`src/hdl/vpm_pkg.sv`:
```
// Package: register map, field layouts and timing constants of the voltage plausibility monitor
package vpm_pkg;

  // Bus
  localparam int ADDR_W = 8;
  localparam logic [7:0] CTRL_OFS = 8'h00;
  localparam logic [7:0] DELAY_OFS = 8'h04;
  localparam logic [7:0] USRSEL_OFS = 8'h08;
  localparam logic [7:0] STATUS_OFS = 8'h0c;
  localparam logic [7:0] INT_STAT_OFS = 8'h10;
  localparam logic [7:0] INT_MASK_OFS = 8'h14;
  localparam logic [7:0] ACK_OFS = 8'h18;

  // Control fields
  localparam int CTRL_MON_BIT = 0;
  localparam int CTRL_SELFACK_BIT = 1;
  localparam int CTRL_DUAL_BIT = 2;
  localparam int CTRL_EN_LSB = 4;
  localparam int CTRL_CLASS_LSB = 8;

  // Enable modes
  localparam logic [1:0] EN_ALWAYS = 2'h0;
  localparam logic [1:0] EN_LOCK = 2'h1;
  localparam logic [1:0] EN_USER = 2'h2;

  // Alarm classes A..F, Control
  localparam logic [2:0] CLASS_A = 3'h0;
  localparam logic [2:0] CLASS_B = 3'h1;
  localparam logic [2:0] CLASS_CTRL = 3'h6;

  // Delay setting in seconds
  localparam logic [9:0] DELAY_MIN_S = 10'h001;
  localparam logic [9:0] DELAY_MAX_S = 10'h3e7;
  localparam logic [9:0] DELAY_RST_S = 10'h01e;

  // Timing
  localparam int CLK_HZ = 40000000;
  localparam int SEC_CYCLES = CLK_HZ;

  // Interrupt status bits
  localparam int IRQ_TRIP_BIT = 0;
  localparam int IRQ_CLEAR_BIT = 1;
  localparam int IRQ_W = 2;

endpackage

```
`src/hdl/vpm_top.sv`:
```
// Voltage plausibility monitor with APB registers and interrupt
//
// Behaviour
// - Evaluate only with monitoring switched on; off by default, no alarm then.
// - Single-breaker mode, breaker_a closed: fault if side A and B flags differ.
// - Both sides okay and connected: phase outside window is a fault.
// - Dual mode, breaker_a closed: fault if side A and aux flags differ.
// - Dual mode, breaker_b closed: fault if side B and aux flags differ.
// - Dual mode, both closed: fault unless A, B and aux flags all agree.
// - Dual mode, both closed: A and B agree but phase out of window.
// - Alarm after fault persists for delay, 1 to 999 s, default 30 s.
// - On trip assert alarm output and mismatch display indication.
// - Alarm carries configurable class A to F or Control, default B.
// - Self-acknowledge yes: alarm clears once fault is gone.
// - Self-acknowledge no: alarm stays latched until manual or external acknowledge.
// - Enable mode always: evaluate continuously.
// - Enable mode lock: evaluate only while freeze input is false.
// - Enable mode user: evaluate only while selected user condition bit true.
`timescale 1ns/1ps
module vpm_top
  import vpm_pkg::*;
#(
  parameter int SEC_DIV = SEC_CYCLES,
  parameter int USER_BITS = 32
) (
  // Clock and reset
  input wire logic pclk,
  input wire logic presetn,
  // APB slave
  input wire logic psel,
  input wire logic penable,
  input wire logic pwrite,
  input wire logic [ADDR_W-1:0] paddr,
  input wire logic [31:0] pwdata,
  output logic [31:0] prdata,
  output logic pready,
  output logic pslverr,
  // Plant inputs
  input wire logic breaker_a,
  input wire logic breaker_b,
  input wire logic side_a_voltage_ok_flag,
  input wire logic side_b_voltage_ok_flag,
  input wire logic aux_voltage_ok_flag,
  input wire logic phase_in_window,
  input wire logic monitor_freeze_input,
  input wire logic [USER_BITS-1:0] user_condition_bit_n,
  input wire logic ext_ack,
  // Alarm outputs
  output logic mismatch_alarm_output,
  output logic mismatch_display,
  output logic [2:0] alarm_class,
  output logic irq
);

  ////////////////////////////////////////////////////////////////////////////
  // Pin synchronisers
  // Breaker contacts and acknowledge come from pins
  localparam int NSYNC = 8 + USER_BITS;
  logic [NSYNC-1:0] meta_ff;
  logic [NSYNC-1:0] sync_ff;
  logic cb_a, cb_b, ok_a, ok_b, ok_x, ph_ok, frz, ack_pin;
  logic [USER_BITS-1:0] ucond;

  always_ff @(posedge pclk or negedge presetn)
  begin
    if (!presetn)
    begin
      meta_ff <= '0;
      sync_ff <= '0;
    end
    else
    begin
      meta_ff <= {user_condition_bit_n, ext_ack, monitor_freeze_input, phase_in_window,
                  aux_voltage_ok_flag, side_b_voltage_ok_flag, side_a_voltage_ok_flag,
                  breaker_b, breaker_a};
      sync_ff <= meta_ff;
    end
  end

  assign cb_a = sync_ff[0];
  assign cb_b = sync_ff[1];
  assign ok_a = sync_ff[2];
  assign ok_b = sync_ff[3];
  assign ok_x = sync_ff[4];
  assign ph_ok = sync_ff[5];
  assign frz = sync_ff[6];
  assign ack_pin = sync_ff[7];
  assign ucond = sync_ff[NSYNC-1:8];

  ////////////////////////////////////////////////////////////////////////////
  // APB register file
  logic mon_on_ff, self_ack_ff, dual_ff;
  logic [1:0] en_mode_ff;
  logic [2:0] class_ff;
  logic [9:0] delay_ff;
  logic [4:0] usr_sel_ff;
  logic [IRQ_W-1:0] int_stat_ff, int_mask_ff;
  logic [31:0] rd_mux;
  logic acc, wr, rd;
  logic sel_ctrl, sel_delay, sel_usr, sel_stat, sel_istat, sel_imask, sel_ack, mapped;
  logic alarm_ff, fault;
  logic [9:0] secs_ff;
  logic [9:0] wr_delay;
  logic sw_ack;
  logic [IRQ_W-1:0] irq_evt;

  assign acc = psel && penable;
  assign wr = acc && pwrite;
  assign rd = acc && !pwrite;
  assign sel_ctrl = (paddr == CTRL_OFS);
  assign sel_delay = (paddr == DELAY_OFS);
  assign sel_usr = (paddr == USRSEL_OFS);
  assign sel_stat = (paddr == STATUS_OFS);
  assign sel_istat = (paddr == INT_STAT_OFS);
  assign sel_imask = (paddr == INT_MASK_OFS);
  assign sel_ack = (paddr == ACK_OFS);
  assign mapped = sel_ctrl | sel_delay | sel_usr | sel_stat | sel_istat | sel_imask | sel_ack;
  assign pready = 1'b1;
  assign pslverr = acc && !mapped;
  // Out-of-range delay writes are clamped so the timer never sees zero
  assign wr_delay = (pwdata[9:0] < DELAY_MIN_S) ? DELAY_MIN_S :
                    (pwdata[9:0] > DELAY_MAX_S) ? DELAY_MAX_S : pwdata[9:0];
  assign sw_ack = wr && sel_ack && pwdata[0];

  always_ff @(posedge pclk or negedge presetn)
  begin
    if (!presetn)
    begin
      mon_on_ff <= 1'b0;
      self_ack_ff <= 1'b0;
      dual_ff <= 1'b0;
      en_mode_ff <= EN_ALWAYS;
      class_ff <= CLASS_B;
      delay_ff <= DELAY_RST_S;
      usr_sel_ff <= 5'h00;
      int_mask_ff <= '0;
    end
    else if (wr)
    begin
      if (sel_ctrl)
      begin
        mon_on_ff <= pwdata[CTRL_MON_BIT];
        self_ack_ff <= pwdata[CTRL_SELFACK_BIT];
        dual_ff <= pwdata[CTRL_DUAL_BIT];
        en_mode_ff <= (pwdata[CTRL_EN_LSB +: 2] > EN_USER) ? EN_ALWAYS : pwdata[CTRL_EN_LSB +: 2];
        class_ff <= (pwdata[CTRL_CLASS_LSB +: 3] > CLASS_CTRL) ? CLASS_CTRL :
                    pwdata[CTRL_CLASS_LSB +: 3];
      end
      if (sel_delay)
        delay_ff <= wr_delay;
      if (sel_usr)
        usr_sel_ff <= pwdata[4:0];
      if (sel_imask)
        int_mask_ff <= pwdata[IRQ_W-1:0];
    end
  end

  assign rd_mux = sel_ctrl ? {21'h0, class_ff, 2'h0, en_mode_ff, 1'b0, dual_ff, self_ack_ff,
                              mon_on_ff} :
                  sel_delay ? {22'h0, delay_ff} :
                  sel_usr ? {27'h0, usr_sel_ff} :
                  sel_stat ? {8'h0, secs_ff, 6'h0, ph_ok, ok_x, ok_b, ok_a, cb_b, cb_a,
                              fault, alarm_ff} :
                  sel_istat ? {30'h0, int_stat_ff} :
                  sel_imask ? {30'h0, int_mask_ff} : 32'h0;

  always_ff @(posedge pclk or negedge presetn)
  begin
    if (!presetn)
      prdata <= 32'h0;
    else if (psel && !penable && !pwrite)
      prdata <= rd_mux;
  end

  ////////////////////////////////////////////////////////////////////////////
  // Fault evaluation
  logic connected_ab, fault_single, fault_dual, evaluate, usr_bit;

  assign usr_bit = ucond[usr_sel_ff];
  // always, lock, user bit; master switch
  assign evaluate = mon_on_ff &&
                    ((en_mode_ff == EN_ALWAYS) ||
                     ((en_mode_ff == EN_LOCK) && !frz) ||
                     ((en_mode_ff == EN_USER) && usr_bit));
  // single mode, A and B flags
  // both okay and connected, phase window
  assign fault_single = cb_a && ((ok_a != ok_b) || (ok_a && ok_b && !ph_ok));
  // A vs aux, B vs aux
  // three-way agreement; phase check with both closed
  assign connected_ab = cb_a && cb_b;
  assign fault_dual = (cb_a && (ok_a != ok_x)) ||
                      (cb_b && (ok_b != ok_x)) ||
                      (connected_ab && !((ok_a == ok_b) && (ok_b == ok_x))) ||
                      (connected_ab && (ok_a == ok_b) && !ph_ok);
  assign fault = evaluate && (dual_ff ? fault_dual : fault_single);

  ////////////////////////////////////////////////////////////////////////////
  // Delay timer and alarm latch
  logic sec_tick, expire;
  logic [9:0] nxt_secs;
  logic nxt_alarm;

  // Timer runs only while the fault stands, so each fault starts a fresh second
  vpm_tick #(
    .DIV(SEC_DIV)
  ) u_tick (
    .pclk(pclk),
    .presetn(presetn),
    .run(fault && !alarm_ff),
    .tick(sec_tick)
  );

  assign expire = sec_tick && (secs_ff + 10'h1 >= delay_ff);
  // restart on clear, cleared while not evaluating
  assign nxt_secs = (!fault || alarm_ff) ? 10'h0 : (sec_tick ? secs_ff + 10'h1 : secs_ff);

  // latched until self, manual or external acknowledge
  // switching monitoring off drops the alarm
  assign nxt_alarm = !mon_on_ff ? 1'b0 :
                     expire ? 1'b1 :
                     (alarm_ff && self_ack_ff && !fault) ? 1'b0 :
                     (alarm_ff && (sw_ack || ack_pin) && !fault) ? 1'b0 : alarm_ff;

  always_ff @(posedge pclk or negedge presetn)
  begin
    if (!presetn)
    begin
      secs_ff <= 10'h0;
      alarm_ff <= 1'b0;
    end
    else
    begin
      secs_ff <= nxt_secs;
      alarm_ff <= nxt_alarm;
    end
  end

  ////////////////////////////////////////////////////////////////////////////
  // Interrupt status, set wins over write-one-to-clear
  assign irq_evt = {alarm_ff && !nxt_alarm, !alarm_ff && nxt_alarm};

  always_ff @(posedge pclk or negedge presetn)
  begin
    if (!presetn)
      int_stat_ff <= '0;
    else
      int_stat_ff <= irq_evt | (int_stat_ff &
                     ~((wr && sel_istat) ? pwdata[IRQ_W-1:0] : {IRQ_W{1'b0}}));
  end

  assign irq = |(int_stat_ff & int_mask_ff);

  ////////////////////////////////////////////////////////////////////////////
  // Outputs
  // alarm output and display indication
  assign mismatch_alarm_output = alarm_ff;
  assign mismatch_display = alarm_ff;
  assign alarm_class = class_ff;
endmodule

```
`src/hdl/vpm_tick.sv`:
```
// One-cycle enable pulse divider
`timescale 1ns/1ps
module vpm_tick #(
  parameter int DIV = 40000000
) (
  // Clock and reset
  input wire logic pclk,
  input wire logic presetn,
  // Control
  input wire logic run,
  output logic tick
);

  logic [31:0] cnt_ff;
  logic last;

  assign last = (cnt_ff == 32'(DIV - 1));

  always_ff @(posedge pclk or negedge presetn)
  begin
    if (!presetn)
      cnt_ff <= 32'h0;
    else if (!run || last)
      cnt_ff <= 32'h0;
    else
      cnt_ff <= cnt_ff + 32'h1;
  end

  assign tick = run && last;

endmodule

```
`config.mk`:
```
export PLATFORM = sky130hd
export DESIGN_NAME = vpm_top
export DESIGN_NICKNAME = d
export VERILOG_FILES = /design/src/hdl/vpm_pkg.sv /design/src/hdl/vpm_top.sv /design/src/hdl/vpm_tick.sv
export SDC_FILE = /design/constraint.sdc
export NUM_CORES = 1
export LEC_CHECK = 0
export BUFFER_PORTS_ARGS = -buffer_cell sky130_fd_sc_hd__buf_2
export CAP_MARGIN = 25
export CORE_MARGIN = 2
export CORE_UTILIZATION = 55
export CTS_CLUSTER_DIAMETER = 200
export DETAILED_ROUTE_END_ITERATION = 10
export GPL_TIMING_DRIVEN = 0
export PLACE_DENSITY = 0.77
export RECOVER_POWER = 100
export SYNTH_ARGS = -nofsm -noshare
export SYNTH_HDL_FRONTEND = slang
export SYNTH_SLANG_ARGS = --single-unit
```
`constraint.sdc`:
```
create_clock -name pclk -period 5.9 [get_ports pclk]
set_input_delay 0.59 -clock pclk [delete_from_list [all_inputs] [get_ports pclk]]
set_output_delay 0.59 -clock pclk [all_outputs]
set_load 0.005 [all_outputs]
```
After elaboration in Yosys (flattened, before gate mapping) --
Cells that the tools add are included.
Word-level totals: register bits after elaboration 182, output and inout bits 40
Cells by class: add/subtract/negate cells 2, magnitude comparators 6, eq/ne operators 14, muxes and demuxes 21, bitwise logic cells 10, reductions and logical operators 58
Operators by type and width (number):
- 24-bit 2-to-1 mux | 4
- 10-bit 2-to-1 mux | 4
- 32-bit by 1-bit adder with 32-bit output (second input constant) | 1
- 32-bit by 26-bit == test with 1-bit output (second input constant) | 1
- 32-bit 2-to-1 mux | 1
- 1-bit logical AND | 31
- 8-bit by 5-bit == test with 1-bit output (second input constant) | 3
- 8-bit by 4-bit == test with 1-bit output (second input constant) | 2
- 10-bit by 1-bit adder with 10-bit output (second input constant) | 1
- 10-bit greater-or-equal comparator | 1
- 10-bit > comparator (second input constant) | 1
- 1-bit logical NOT | 10
- 10-bit by 1-bit < comparator with 1-bit output (second input constant) | 1
- 1-bit logical OR | 9
- 8-bit by 3-bit == test with 1-bit output (second input constant) | 1
- 8-bit logical NOT | 1
- 2-bit 2-to-1 mux | 4
- 2-bit AND reduction | 4
- 5-bit by 6-bit < comparator with 1-bit output (second input constant) | 1
- 1-bit 2-to-1 mux | 6
- 1-bit bitwise OR | 6
- 1-bit binary-select mux with 5-bit select | 1
- 2-bit bitwise AND | 2
- 3-bit > comparator (second input constant) | 1
- 11 further kinds | 14

Depth between registers and ports, before layout --
Gate-level depths: netlist of the first run.
word-level depth 17, gate-level depth with buffers 11

By module --
Synthesis of the first run repeated with hierarchy kept, for this count alone.
Unflattened totals: cells, all modules 642, area total of the unflattened synthesis 7384.6 um^2
By module, submodules not included:
- vpm_top | instances 1, cells each 449, area each 5620.4 um^2, seq. area each 3484.6 um^2
- vpm_tick | instances 1, cells each 193, area each 1764.2 um^2, seq. area each 800.8 um^2

Worst setup path before layout of the first run --
Ideal clock, no wire load.
kind reg-to-reg, from register secs_ff[0], to register alarm_ff, in the netlist mismatch_alarm_output, library setup time 0.130 ns, data arrival time 2.149 ns, data required time 5.770 ns, path slack 3.621 ns, cell stages (with the launch flop) 12, buffers on the path 0, path through dfrtp_1 -> ha_1 -> nand3_1 -> nor2_1 -> xor2_1 -> ha_1 -> o21a_1 -> o211ai_1 -> a21oi_1 -> a221o_1 -> nand3_1 -> a21boi_0
On the way: cells in the longest elaborated chain, start to end 5
Ends and longest elaborated chain:
- start, declared | line vpm_top.sv:102 | logic [9:0] secs_ff;
- start signal, assigned | line vpm_top.sv:233 | secs_ff <= nxt_secs;
- 10-bit by 1-bit adder with 10-bit output | line vpm_top.sv:213 | assign expire = sec_tick && (secs_ff + 10'h1 >= delay_ff);
- 10-bit greater-or-equal comparator | line vpm_top.sv:213
- 1-bit logical AND | line vpm_top.sv:213
- 1-bit 2-to-1 mux | line vpm_top.sv:220 | expire ? 1'b1 :
- 1-bit 2-to-1 mux | line vpm_top.sv:219 | assign nxt_alarm = !mon_on_ff ? 1'b0 :
- via nxt_alarm | line vpm_top.sv:201 | logic nxt_alarm;
- end signal, assigned | line vpm_top.sv:234 | alarm_ff <= nxt_alarm;
- end, declared | line vpm_top.sv:101 | logic alarm_ff, fault;
The timed path passes the listed nets, and every way through them passes these cells. A chain may end at the register's enable or synchronous reset.

Final worst setup path of the first run --
from register u_tick.cnt_ff[19], to register u_tick.cnt_ff[11]
On the way: cells in the longest elaborated chain, start to end 3
Ends and longest elaborated chain:
- start, declared | line vpm_tick.sv:14 | logic [31:0] cnt_ff;
- start signal, assigned | line vpm_tick.sv:26 | cnt_ff <= cnt_ff + 32'h1;
- 32-bit by 26-bit == test with 1-bit output | line vpm_tick.sv:17 | assign last = (cnt_ff == 32'(DIV - 1));
- 1-bit logical OR | line vpm_tick.sv:23 | else if (!run || last)
- 32-bit 2-to-1 mux | line vpm_tick.sv:23
No other way between the ends.

==> key figures, run 1 <==
Drt
  • Vias after detailed routing: a little over 5k
  • Final WL: 14.8 mm
  • DRT antenna net count: 0
  • DR vias/cell: 5.54
  • First drt pass iteration count: 5
  • Wire per inst: roughly 16 um
  • DR iter-0 viols: 470
  • DRC viols: 0

CTS
  • Clk pin slew, worst setup/hold paths: 0.07 ns
  • Max H-tree Level: 4
  • Post-CTS sizing: 0
  • Clock latency on the worst-skew pair: roughly 0.44 ns
  • Clock Tree Buf Depth: 2
  • Post-CTS Hold Fix Bufs: 0
  • CTS tree: done
  • Clock Sinks: ~170
  • Clock buffer count from CTS: 17
  • Clk root buf: clkbuf_16
  • Post-CTS Repair Setup Buffers: 0

Yosys
  • Cell count after synthesis: ~620
  • Syn avg cell area: roughly 12 um2
  • Distinct cell type count after synthesis: 59
  • EDFF count, synth: 0
  • Yosys Warn Count: 0
  • Sequential fraction of the synthesis area: 0.594
  • Post-synthesis register bit count: 171
  • Biggest area consumer among synthesized cells: dfrtp_1
  • Share of the synthesized area in the top cell type: 0.575
  • Synth Flop Type: dfrtp_1
  • Post-synth design cell area: 7220 um2
  • FFs w/ async S/R, synth: 1.00
  • Synth area leaders: dfrtp_1 (58%), nand2_1 (3.3%), nor2_1 (3.3%), xor2_1 (3.3%), mux2_2 (3.0%)

Floorplan
  • Die width: 119 um
  • Rows: 41
  • Placeable Area: 12700 um2
  • Die H: 119 um
  • Starting Density: 0.567
  • DIE AREA: 14100 um2
  • I/O pin total: between 100 and 150

STA
  • Fin. Hold Viols: 0
  • Slew Viols, Final: 0
  • Fmax: ~300 MHz
  • Setup violators final: 0
  • Period utilisation layout: 0.562
  • Slew @ Worst Pin: 1.14 ns
  • Tmin final: approximately 3.3 ns
  • Worst Clk Skew: 0.00903 ns
  • RSZ-0062 raised after global routing: no
  • Worst slew margin: 0.235
  • Setup_tns: 0 ns

Global route
  • Largest net degree at the start of global routing: 87
  • All-Layer GR Usage: 0.231
  • Antenna violations before repair: 0
  • Grt total ovfl: 0
  • First-pass GRT wire length: 25.3 mm
  • Number of global-route vias before repair: between 5k and 6k

Setup path
  • Max FO, Critical Path: 10
  • Crit path to: u_tick.cnt_ff[11]
  • R2R setup slack: 2.59 ns
  • Beginning of the worst register-to-register path: u_tick.cnt_ff[19]
  • Critical Path RT: 6.20 ns
  • CP Launch Type: register
  • Critical Path Sink Type: register
  • FF-to-FF End: u_tick.cnt_ff[11]
  • Crit path from: u_tick.cnt_ff[19]
  • Critical path type: register to register
  • Worst r2r path cells: 7
  • Worst Path Arrival: 3.62 ns

Pwr
  • Sw power: between 500 and 600 uW
  • VDD IR max: 0.199 mV
  • PwrDens: 289 nW/um2
  • Internal: 1870 uW
  • Clock Power Share: 0.460
  • Total power: 2460 uW
  • Sw frac: 0.239
  • Seq pwr share: 0.497
  • Lkg Pwr: about 0.0038 uW
  • Logic pwr share: 0.044

Final layout
  • Layout cell share with drive strength beyond 1: 0.205
  • Ant diodes: 0
  • Final net count: 840
  • Area Growth Syn to Fin: 18.0%
  • Most frequent cells in the layout: dfrtp_1 (166), buf_2 (72), nand2_1 (64), nor2_1 (64)
  • Most common cell after layout, fill and taps aside: dfrtp_1

Flow run
  • Maxcap violations: 0

Placed design
  • Post-DP HPWL: 10.6 mm
  • Port-buffer cells: 90
  • GP Congestion: 0.878

Hold path
  • Hold_sp: user_condition_bit_n[5]
  • WHS Path Cells: 1
  • Hold Path Class: input pin to register

Run status
  • Status: finished clean
## layout make-up
class,count,area [um2]
buffer,32,176
clock buffer,18,439
clock inverter,14,176
fill,953,4200
inverter,22,82.6
multi-input combinational,406,2660
sequential,171,4290
tap,172,215
timing repair buffer,92,484
## routing by layer
| metal | share of wire | global-route usage | wire [um] | up-vias |
|---|---|---|---|---|
| met5 | 0 | 0 | 0 | - |
| li1 | - | - | - | 2393 |
| met2 | 0.49 | 0.366 | 7220 | 227 |
| met1 | 0.42 | 0.302 | 6190 | 2478 |
| met4 | 0.027 | 0.109 | 404 | 0 |
| met3 | 0.069 | 0.0545 | 1020 | 36 |
## Yosys cell counts (all sizes together), types with 2 or more instances
cell / instances
nor2: 64
a22oi: 4
nand3: 33
or3: 2
mux2i: 6
nand3b: 3
o211ai: 3
dfstp: 5
nand2b: 6
a31oi: 2
mux2: 19
a211oi: 2
xnor2: 21
nand2: 64
nor4: 12
nor3: 13
dfrtp: 166
a221oi: 8
or4b: 2
ha: 13
inv: 22
a21oi: 7
a22o: 2
and4: 2
nor4b: 3
nor3b: 3
nand4: 13
buf: 19
and3: 8
clkbuf: 13
o21ai: 27
or4: 3
xor2: 27
conb: 2
mux4: 6
nor2b: 4
## how the worst min path moves through the flow
stage / endpoint / slack (ns)
after floorplan: alarm_class[1] / 0.29
after global placement: sync_ff[7] / 0.33
after detailed placement: sync_ff[6] / 0.33
after CTS: meta_ff[36] / 0.18
after global routing: meta_ff[36] / 0.23
final: meta_ff[13] / 0.25
## power groups by stage
stage | combinational, uW | clock, uW | sequential (uW)
after floorplan | 41.9 | 0 | 1240
after global placement | 101 | 0 | 1240
after detailed placement | 110 | 0 | 1240
after CTS | 111 | 1150 | 1220
after global routing | 122 | 1200 | 1220
final | 108 | 1130 | 1220
## worst max-delay path: stages (launching register included)
cell	delay (ns)
dfrtp_1	0.45
or4b_1	0.53
or4_1	0.50
nor3_1	0.83
nor2_1	0.14
nand2_1	0.20
clkbuf_1	0.42
nor2_1	0.11
## logic make-up after synthesis
group | Yosys count | share of synthesized area
AND/OR/NAND/NOR | 237 | 0.168
flip-flops | 171 | 0.594
AO/OA/AOI/OAI | 65 | 0.0607
buffers and inverters | 54 | 0.0381
XOR/XNOR | 48 | 0.0582
multiplexers | 31 | 0.0577
adder cells (fa/ha/maj) | 13 | 0.0225
other | 2 | 0.00104
## registers in the layout (all words and copies together) (netlist names), 3 cells and up
name,cells
alarm_class,3
delay_ff,10
meta_ff,40
prdata,21
secs_ff,10
sync_ff,40
u_tick.cnt_ff,32
usr_sel_ff,5
## stage by stage
step	cell area (um2)	utilization	hold slack, ns	setup slack (ns)	instances
4_1_cts	8600	0.676	0.184	3.27	927
3_5_place_dp	7980	0.628	0.335	3.02	895
3_3_place_gp	7920	0.623	0.334	1.90	893
2_1_floorplan	7260	-	0.294	3.62	631
5_1_grt	8520	0.670	0.233	2.26	927
6_report	8520	0.670	0.251	2.59	927
Power figures use the tool's default switching activity.
==> inputs of run 2 (changes only) <==
- ABC_AREA: default -> 1
- PLACE_DENSITY: 0.77 -> 0.76
- clock period: 5.9 -> 3.12 ns (I/O delays scaled with it)
==> run 2 against run 1 <==
  * The flow now finishes with violations (capacitance limit, slew limit)
  * Final area is 7.1% higher
  * Critical path type unchanged
  * Total power is 91% higher
  * Clock skew is 0.0038 ns higher
  * Register-to-register slack worse by 2.2 ns
  * Worst hold slack worse by 0.11 ns
==> key figures, run 2 <==
Global route
  • All-Layer GR Usage: 0.242 (+0.0107)
  • First-pass GRT wire length: 27.1 mm (+7.2%)
  • Grt total ovfl: 0 (unchanged)
  • Largest net degree at the start of global routing: 101 (+16%)
  • Antenna violations before repair: 0 (unchanged)
  • Number of global-route vias before repair: 5751 (+11%)

Yosys
  • EDFF count, synth: 0 (unchanged)
  • Post-synth design cell area: 7400 um2 (+2.5%)
  • Cell count after synthesis: 784 (+26%)
  • FFs w/ async S/R, synth: 1.00 (unchanged)
  • Sequential fraction of the synthesis area: 0.579 (-0.0143)
  • Yosys Warn Count: 0 (unchanged)
  • Biggest area consumer among synthesized cells: dfrtp_1
  • Post-synthesis register bit count: 171 (unchanged)
  • Syn avg cell area: 9.44 um2 (-19%)
  • Synth area leaders: dfrtp_1 (56%), nand2_1 (8.1%), inv_1 (5.3%), nor2_1 (3.6%), o21ai_0 (3.2%)
  • Synth top cells by count: dfrtp_1 (166), nand2_1 (159), inv_1 (105)
  • Distinct cell type count after synthesis: 40 (-32%)
  • Synth Flop Type: dfrtp_1
  • Top-count cell post-synth: dfrtp_1
  • Share of the synthesized area in the top cell type: 0.562 (-0.0138)

Setup path
  • Crit path to: u_tick.cnt_ff[24]
  • Worst Path Arrival: 3.08 ns (-0.54 ns)
  • Beginning of the worst register-to-register path: usr_sel_ff[0]
  • R2R setup slack: 0.38 ns (-2.20 ns)
  • Crit path from: usr_sel_ff[0]
  • CP Launch Type: register
  • Critical path type: register to register
  • Critical Path Sink Type: register
  • Worst r2r path cells: 15 (+8)
  • FF-to-FF End: u_tick.cnt_ff[24]
  • Max FO, Critical Path: 10 (unchanged)
  • Critical Path RT: 3.47 ns (-2.73 ns)

Placed design
  • Worst slack at placement: 0.490 ns (-2.53 ns)
  • GP Congestion: 0.870 (-0.88%)
  • Post-DP HPWL: 10.9 mm (+3.5%)
  • Port-buffer cells: 91 (+1.1%)

Final layout
  • Top flop regs: meta_ff (40), sync_ff (40), u_tick.cnt_ff (32)
  • Ant diodes: 0 (unchanged)
  • Fill cells: 1031 (+8.2%)
  • Most common cell after layout, fill and taps aside: dfrtp_1
  • Area Growth Syn to Fin: 23.3%
  • Layout cell share with drive strength beyond 1: 0.172 (-0.0332)
  • Most frequent cells in the layout: dfrtp_1 (166), nand2_1 (160), inv_1 (105), buf_2 (81), nor2_1 (74)
  • Final net count: 1044 (+24%)

CTS
  • Max H-tree Level: 4 (unchanged)
  • Clock Sinks: 171 (unchanged)
  • Clock latency on the worst-skew pair: 0.44 ns (about the same)
  • Clock Tree Buf Depth: 2 (unchanged)
  • Clk root buf: clkbuf_16
  • Clk pin slew, worst setup/hold paths: 0.07 ns (about the same)
  • Clock buffer count from CTS: 17 (unchanged)
  • CTS tree: done

Drt
  • DR vias/cell: 5.17 (-6.6%)
  • Final WL: 16.3 mm (+10%)
  • DRC viols: 0 (unchanged)
  • DR iter-0 viols: 467 (-0.64%)
  • DRT antenna net count: 0 (unchanged)
  • Vias after detailed routing: 5868 (+14%)
  • First drt pass iteration count: 5 (unchanged)
  • Wire per inst: 14.4 um (-10%)

Hold path
  • Hold Path Class: input pin to register
  • WHS Path Cells: 3 (+2)

Run status
  • Status: finished, violations left
  • Failing checks: capacitance limit, slew limit

STA
  • Worst Clk Skew: 0.0128 ns (+0.00376 ns)
  • Setup_tns: 0 ns (unchanged)
  • Setup violators final: 0 (unchanged)
  • Final worst slack: 0.382 ns (-2.20 ns)
  • Fmax: 365 MHz (+21%)
  • Period utilisation layout: 0.878 (+0.316)
  • Slew Viols, Final: 73 (+73)
  • Hold Slack: 0.143 ns (-0.108 ns)
  • RSZ-0062 raised after global routing: no
  • Tmin final: 2.74 ns (-0.575 ns)
  • Fin. Hold Viols: 0 (unchanged)
  • Worst slew margin: -0.108 (-0.343)
  • Slew @ Worst Pin: 1.66 ns (+0.524 ns)

Floorplan
  • Rows: 42 (+2.4%)
  • Starting Density: 0.561 (-0.00666)
  • I/O pin total: 125 (unchanged)
  • Die width: 120 um (+1.2%)
  • DIE AREA: 14400 um2 (+2.4%)
  • Placeable Area: 13200 um2 (+3.7%)
  • Die H: 120 um (+1.2%)

Pwr
  • Lkg Pwr: 0.00443 uW (+16%)
  • VDD IR max: 0.389 mV (+95%)
  • PwrDens: 514 nW/um2 (+78%)

Flow run
  • Maxcap violations: 1 (+1)
[run 2: changes by cell type after synthesis, sizes merged, moves of 9 or more]
cell,before,now
mux2,19,0
a21oi,7,23
o21ai,27,48
inv,22,107
nand2,64,166
o31ai,0,11
nor2,64,85
xnor2,21,3
o22ai,0,9
[run 2: worst min-delay path by stage]
stage                           to  slack (ns)       start
global placement        sync_ff[2]        0.33  meta_ff[2]
floorplan           alarm_class[1]        0.02     presetn
CTS                    self_ack_ff        0.12   pwdata[1]
global route           delay_ff[7]        0.14   pwdata[7]
finish                 self_ack_ff        0.14   pwdata[1]
detailed placement     self_ack_ff        0.30     presetn
[run 2: power by group]
group,total [uW],leakage [uW],switching [uW],internal [uW]
sequential,2310,0.00212,26.6,2280
clock,2140,0.000300,981,1160
combinational,239,0.00201,135,105
total,4690,0.00443,1140,3550
[run 2: metal layers]
metal	vias to the layer above	GRT usage	wire length (um)
met5	-	0	0
met4	0	0.0941	324
met3	26	0.0542	968
met2	229	0.385	7880
met1	2785	0.325	7150
li1	2828	-	-
[run 2: per-stage QoR]
stage                     cells  instance area (um2)   util  power [uW]
after CTS                  1135                 9180  0.696        4730
after global placement     1061                 8110  0.615        2540
after floorplan             794                 7430      -        2420
final                      1135                 9120  0.692        4690
after detailed placement   1062                 8150  0.618        2550
after global routing       1135                 9120  0.692        4870
[run 2: cells by family after synthesis]
logic type      synth area share
fa+ha+maj                 0.0220
compound gates            0.0802
xor+xnor                  0.0320
buf+inv                   0.0792
simple gates               0.206
flops                      0.579
other cells              0.00102
[run 2: timing repair]
item                      CTS  global route
hold endpoints to repair  111             0
gates resized for setup     0             0
setup buffers               0             0
hold buffers               41             0
[run 2: layout make-up]
class	count	area, um2	share of cell area
Sequential cell	171	4290	0.470
Multi-Input combinational cell	488	2550	0.280
Timing Repair Buffer	133	863	0.0947
Clock buffer	17	425	0.0466
Inverter	108	407	0.0446
Tap cell	176	220	0.0241
Clock inverter	15	199	0.0218
Buffer	27	170	0.0187
[run 2: worst max-delay path: stages, from the launching register on]
cell and delay [ns]:
dfrtp_1 0.32, buf_4 0.17, clkinvlp_2 0.29, clkbuf_1 0.31, nand2_1 0.12, nand3_1 0.07
nand3_1 0.10, nand3_1 0.09, nand3_1 0.11, nand2_1 0.08, nand2_1 0.08, nand2_1 0.10
nor2_1 0.20, nand2_1 0.18, buf_2 0.25, nor3_1 0.15
==> inputs of run 3 (changes only) <==
- GPL_TIMING_DRIVEN: 0 -> default
- SKIP_LAST_GASP: default -> 1
==> run 3 against run 2 <==
  * Fmax is 1.1% higher
  * Final area is 2.1% lower
  * Register-to-register slack better by 0.03 ns
  * Sequential cell count stayed put
  * Sequential power hardly changed
  * Worst hold slack worse by 0.0071 ns
  * Largest cell class unchanged
  * The flow now finishes without violations
  * Critical path type unchanged
==> key figures, run 3 (synthesis results as in run 2) <==
Run status
  • Status: finished clean

Drt
  • DR vias/cell: 5.05 (-2.4%)
  • DRC viols: 0 (unchanged)
  • Vias after detailed routing: 5627 (-4.1%)
  • DR iter-0 viols: 517 (+11%)
  • Wire per inst: 14.1 um (-2.2%)
  • DRT antenna net count: 0 (unchanged)
  • First drt pass iteration count: 5 (unchanged)
  • Final WL: 15.7 mm (-3.9%)

Final layout
  • Most common cell after layout, fill and taps aside: dfrtp_1
  • Layout cell share with drive strength beyond 1: 0.154 (-0.0176)
  • Final net count: 1024 (-1.9%)
  • Fin cells: 1115 (-1.8%)
  • Most frequent cells in the layout: dfrtp_1 (166), nand2_1 (159), inv_1 (105), buf_2 (79), nor2_1 (75)
  • Area Growth Syn to Fin: 20.7%
  • Top flop regs: meta_ff (40), sync_ff (40), u_tick.cnt_ff (32)
  • Ant diodes: 0 (unchanged)

Hold path
  • Hold Path Class: input pin to register

CTS
  • Clock Sinks: 171 (unchanged)
  • Max H-tree Level: 4 (unchanged)
  • Clk root buf: clkbuf_16
  • Clock Tree Buf Depth: 2 (unchanged)
  • CTS tree: done
  • Clock latency on the worst-skew pair: 0.44 ns (about the same)
  • Clk pin slew, worst setup/hold paths: 0.07 ns (about the same)
  • Clock buffer count from CTS: 17 (unchanged)

STA
  • Worst Clk Skew: 0.00810 ns (-0.00469 ns)
  • Period utilisation layout: 0.868 (-0.00925)
  • Slew Viols, Final: 0 (-100%)
  • Worst slew margin: 0.0297 (+0.138)
  • Setup violators final: 0 (unchanged)
  • Fmax: 369 MHz (+1.1%)
  • Setup_tns: 0 ns (unchanged)
  • Fin. Hold Viols: 0 (unchanged)
  • Tmin final: 2.71 ns (-0.0289 ns)
  • RSZ-0062 raised after global routing: no
  • Slew @ Worst Pin: 1.46 ns (-0.206 ns)

Floorplan
  • Starting Density: 0.561 (unchanged)
  • DIE AREA: 14400 um2 (unchanged)
  • Placeable Area: 13200 um2 (unchanged)
  • Die H: 120 um (unchanged)
  • Die width: 120 um (unchanged)
  • I/O pin total: 125 (unchanged)
  • Rows: 42 (unchanged)

Global route
  • First-pass GRT wire length: 25.9 mm (-4.6%)
  • Number of global-route vias before repair: 5450 (-5.2%)
  • Grt total ovfl: 0 (unchanged)
  • Antenna violations before repair: 0 (unchanged)
  • All-Layer GR Usage: 0.232 (-0.00971)
  • Largest net degree at the start of global routing: 62 (-39%)

Setup path
  • FF-to-FF End: int_stat_ff[1]
  • Most used cell along the critical path: nand2_1
  • Max incr delay on CP: 0.41 ns (+0.09 ns)
  • Critical path type: register to register
  • Worst Path Arrival: 3.03 ns (-0.05 ns)
  • Slowest stage cell, crit path: dfrtp_1
  • Critical Path Sink Type: register
  • Critical Path RT: 3.44 ns (-0.03 ns)
  • Beginning of the worst register-to-register path: secs_ff[0]
  • Crit path from: secs_ff[0]
  • R2R setup slack: 0.41 ns (+0.03 ns)
  • Cells along the critical path: ha_1 -> nand2_1 -> nor2_1 -> inv_1 -> o21ai_0 -> inv_1 -> ha_1 -> inv_1 -> nor3_1 -> o211ai_1 -> o2111ai_1 -> a31oi_1 -> o21ai_0 -> nand2_1 -> nand2_1 -> nand2_1
  • Max FO, Critical Path: 4 (-6)
  • Worst r2r path cells: 16 (+1)
  • CP Launch Type: register
  • Crit path to: int_stat_ff[1]

Pwr
  • Seq pwr share: 0.504 (+0.011)
  • Sw power: 1120 uW (-1.7%)
  • Lkg Pwr: 0.00433 uW (-2.2%)
  • Internal: 3470 uW (-2.3%)
  • VDD IR max: 0.570 mV (+46%)
  • Clock Power Share: 0.448 (-0.008)
  • Sw frac: 0.245 (+0.00114)
  • PwrDens: 514 nW/um2 (about the same)
  • Logic pwr share: 0.048 (-0.003)

Placed design
  • Post-DP HPWL: 10.5 mm (-4.0%)
  • Port-buffer cells: 91 (unchanged)
  • GP Congestion: 0.860 (-1.2%)
  • Placed Cells: 1042 (-1.9%)

Flow run
  • Maxcap violations: 0 (-1)
run 3: layout make-up:
class                           count  area, um2
Clock buffer                       18        439
Clock inverter                     14        146
Fill cell                        1042       4260
Inverter                          108        408
Multi-Input combinational cell    488       2530
Sequential cell                   171       4290
Tap cell                          176        220
Timing Repair Buffer              140        898
run 3: worst min path at each step:
stage	endpoint	startpoint	cells after the start
2_1_floorplan	alarm_class[1]	presetn	0
3_3_place_gp	int_mask_ff[1]	presetn	1
3_5_place_dp	int_mask_ff[1]	presetn	1
4_1_cts	delay_ff[7]	pwdata[7]	3
5_1_grt	self_ack_ff	pwdata[1]	3
6_report	delay_ff[7]	pwdata[7]	3
run 3: stage by stage:
step / util / total power, uW / hold slack [ns] / instance area [um2] / setup WS, ns
finish: 0.677 / 4590 / 0.136 / 8930 / 0.410
global route: 0.677 / 4770 / 0.145 / 8930 / 0.145
CTS: 0.684 / 4620 / 0.125 / 9020 / 0.446
detailed placement: 0.608 / 2540 / 0.299 / 8020 / 0.482
global placement: 0.608 / 2540 / 0.296 / 8020 / 0.547
floorplan: - / 2420 / 0.0164 / 7430 / 0.860
run 3: critical path, delay by kind of cell (launching register included):
kind                       cells  cell delay [ns]
AOI/OAI and AO/OA              5             0.80
adders and majority gates      2             0.48
buffers and inverters          3             0.21
DFF                            1             0.41
and+or+nand+nor                6             0.72
run 3: timing repair:
action | CTS | global route
hold endpoints to repair | 91 | 0
gates resized for setup | 0 | 0
buffers inserted | 0 | 0
hold buffers | 41 | 0
run 3: power by group through the flow:
stage | Sequential, uW | Clock [uW] | Combinational [uW]
floorplan | 2340 | 0 | 79.3
global placement | 2350 | 0 | 186
detailed placement | 2350 | 0 | 188
CTS | 2310 | 2080 | 228
global route | 2320 | 2200 | 254
finish | 2310 | 2060 | 222
run 3: metal layers:
metal | share of wire | up-vias | track usage | wire length (um)
li1 | - | 2779 | - | -
met1 | 0.45 | 2635 | 0.309 | 7120
met2 | 0.47 | 190 | 0.373 | 7380
met3 | 0.058 | 23 | 0.0646 | 904
met4 | 0.018 | 0 | 0.0699 | 289
met5 | 0 | - | 0 | 0
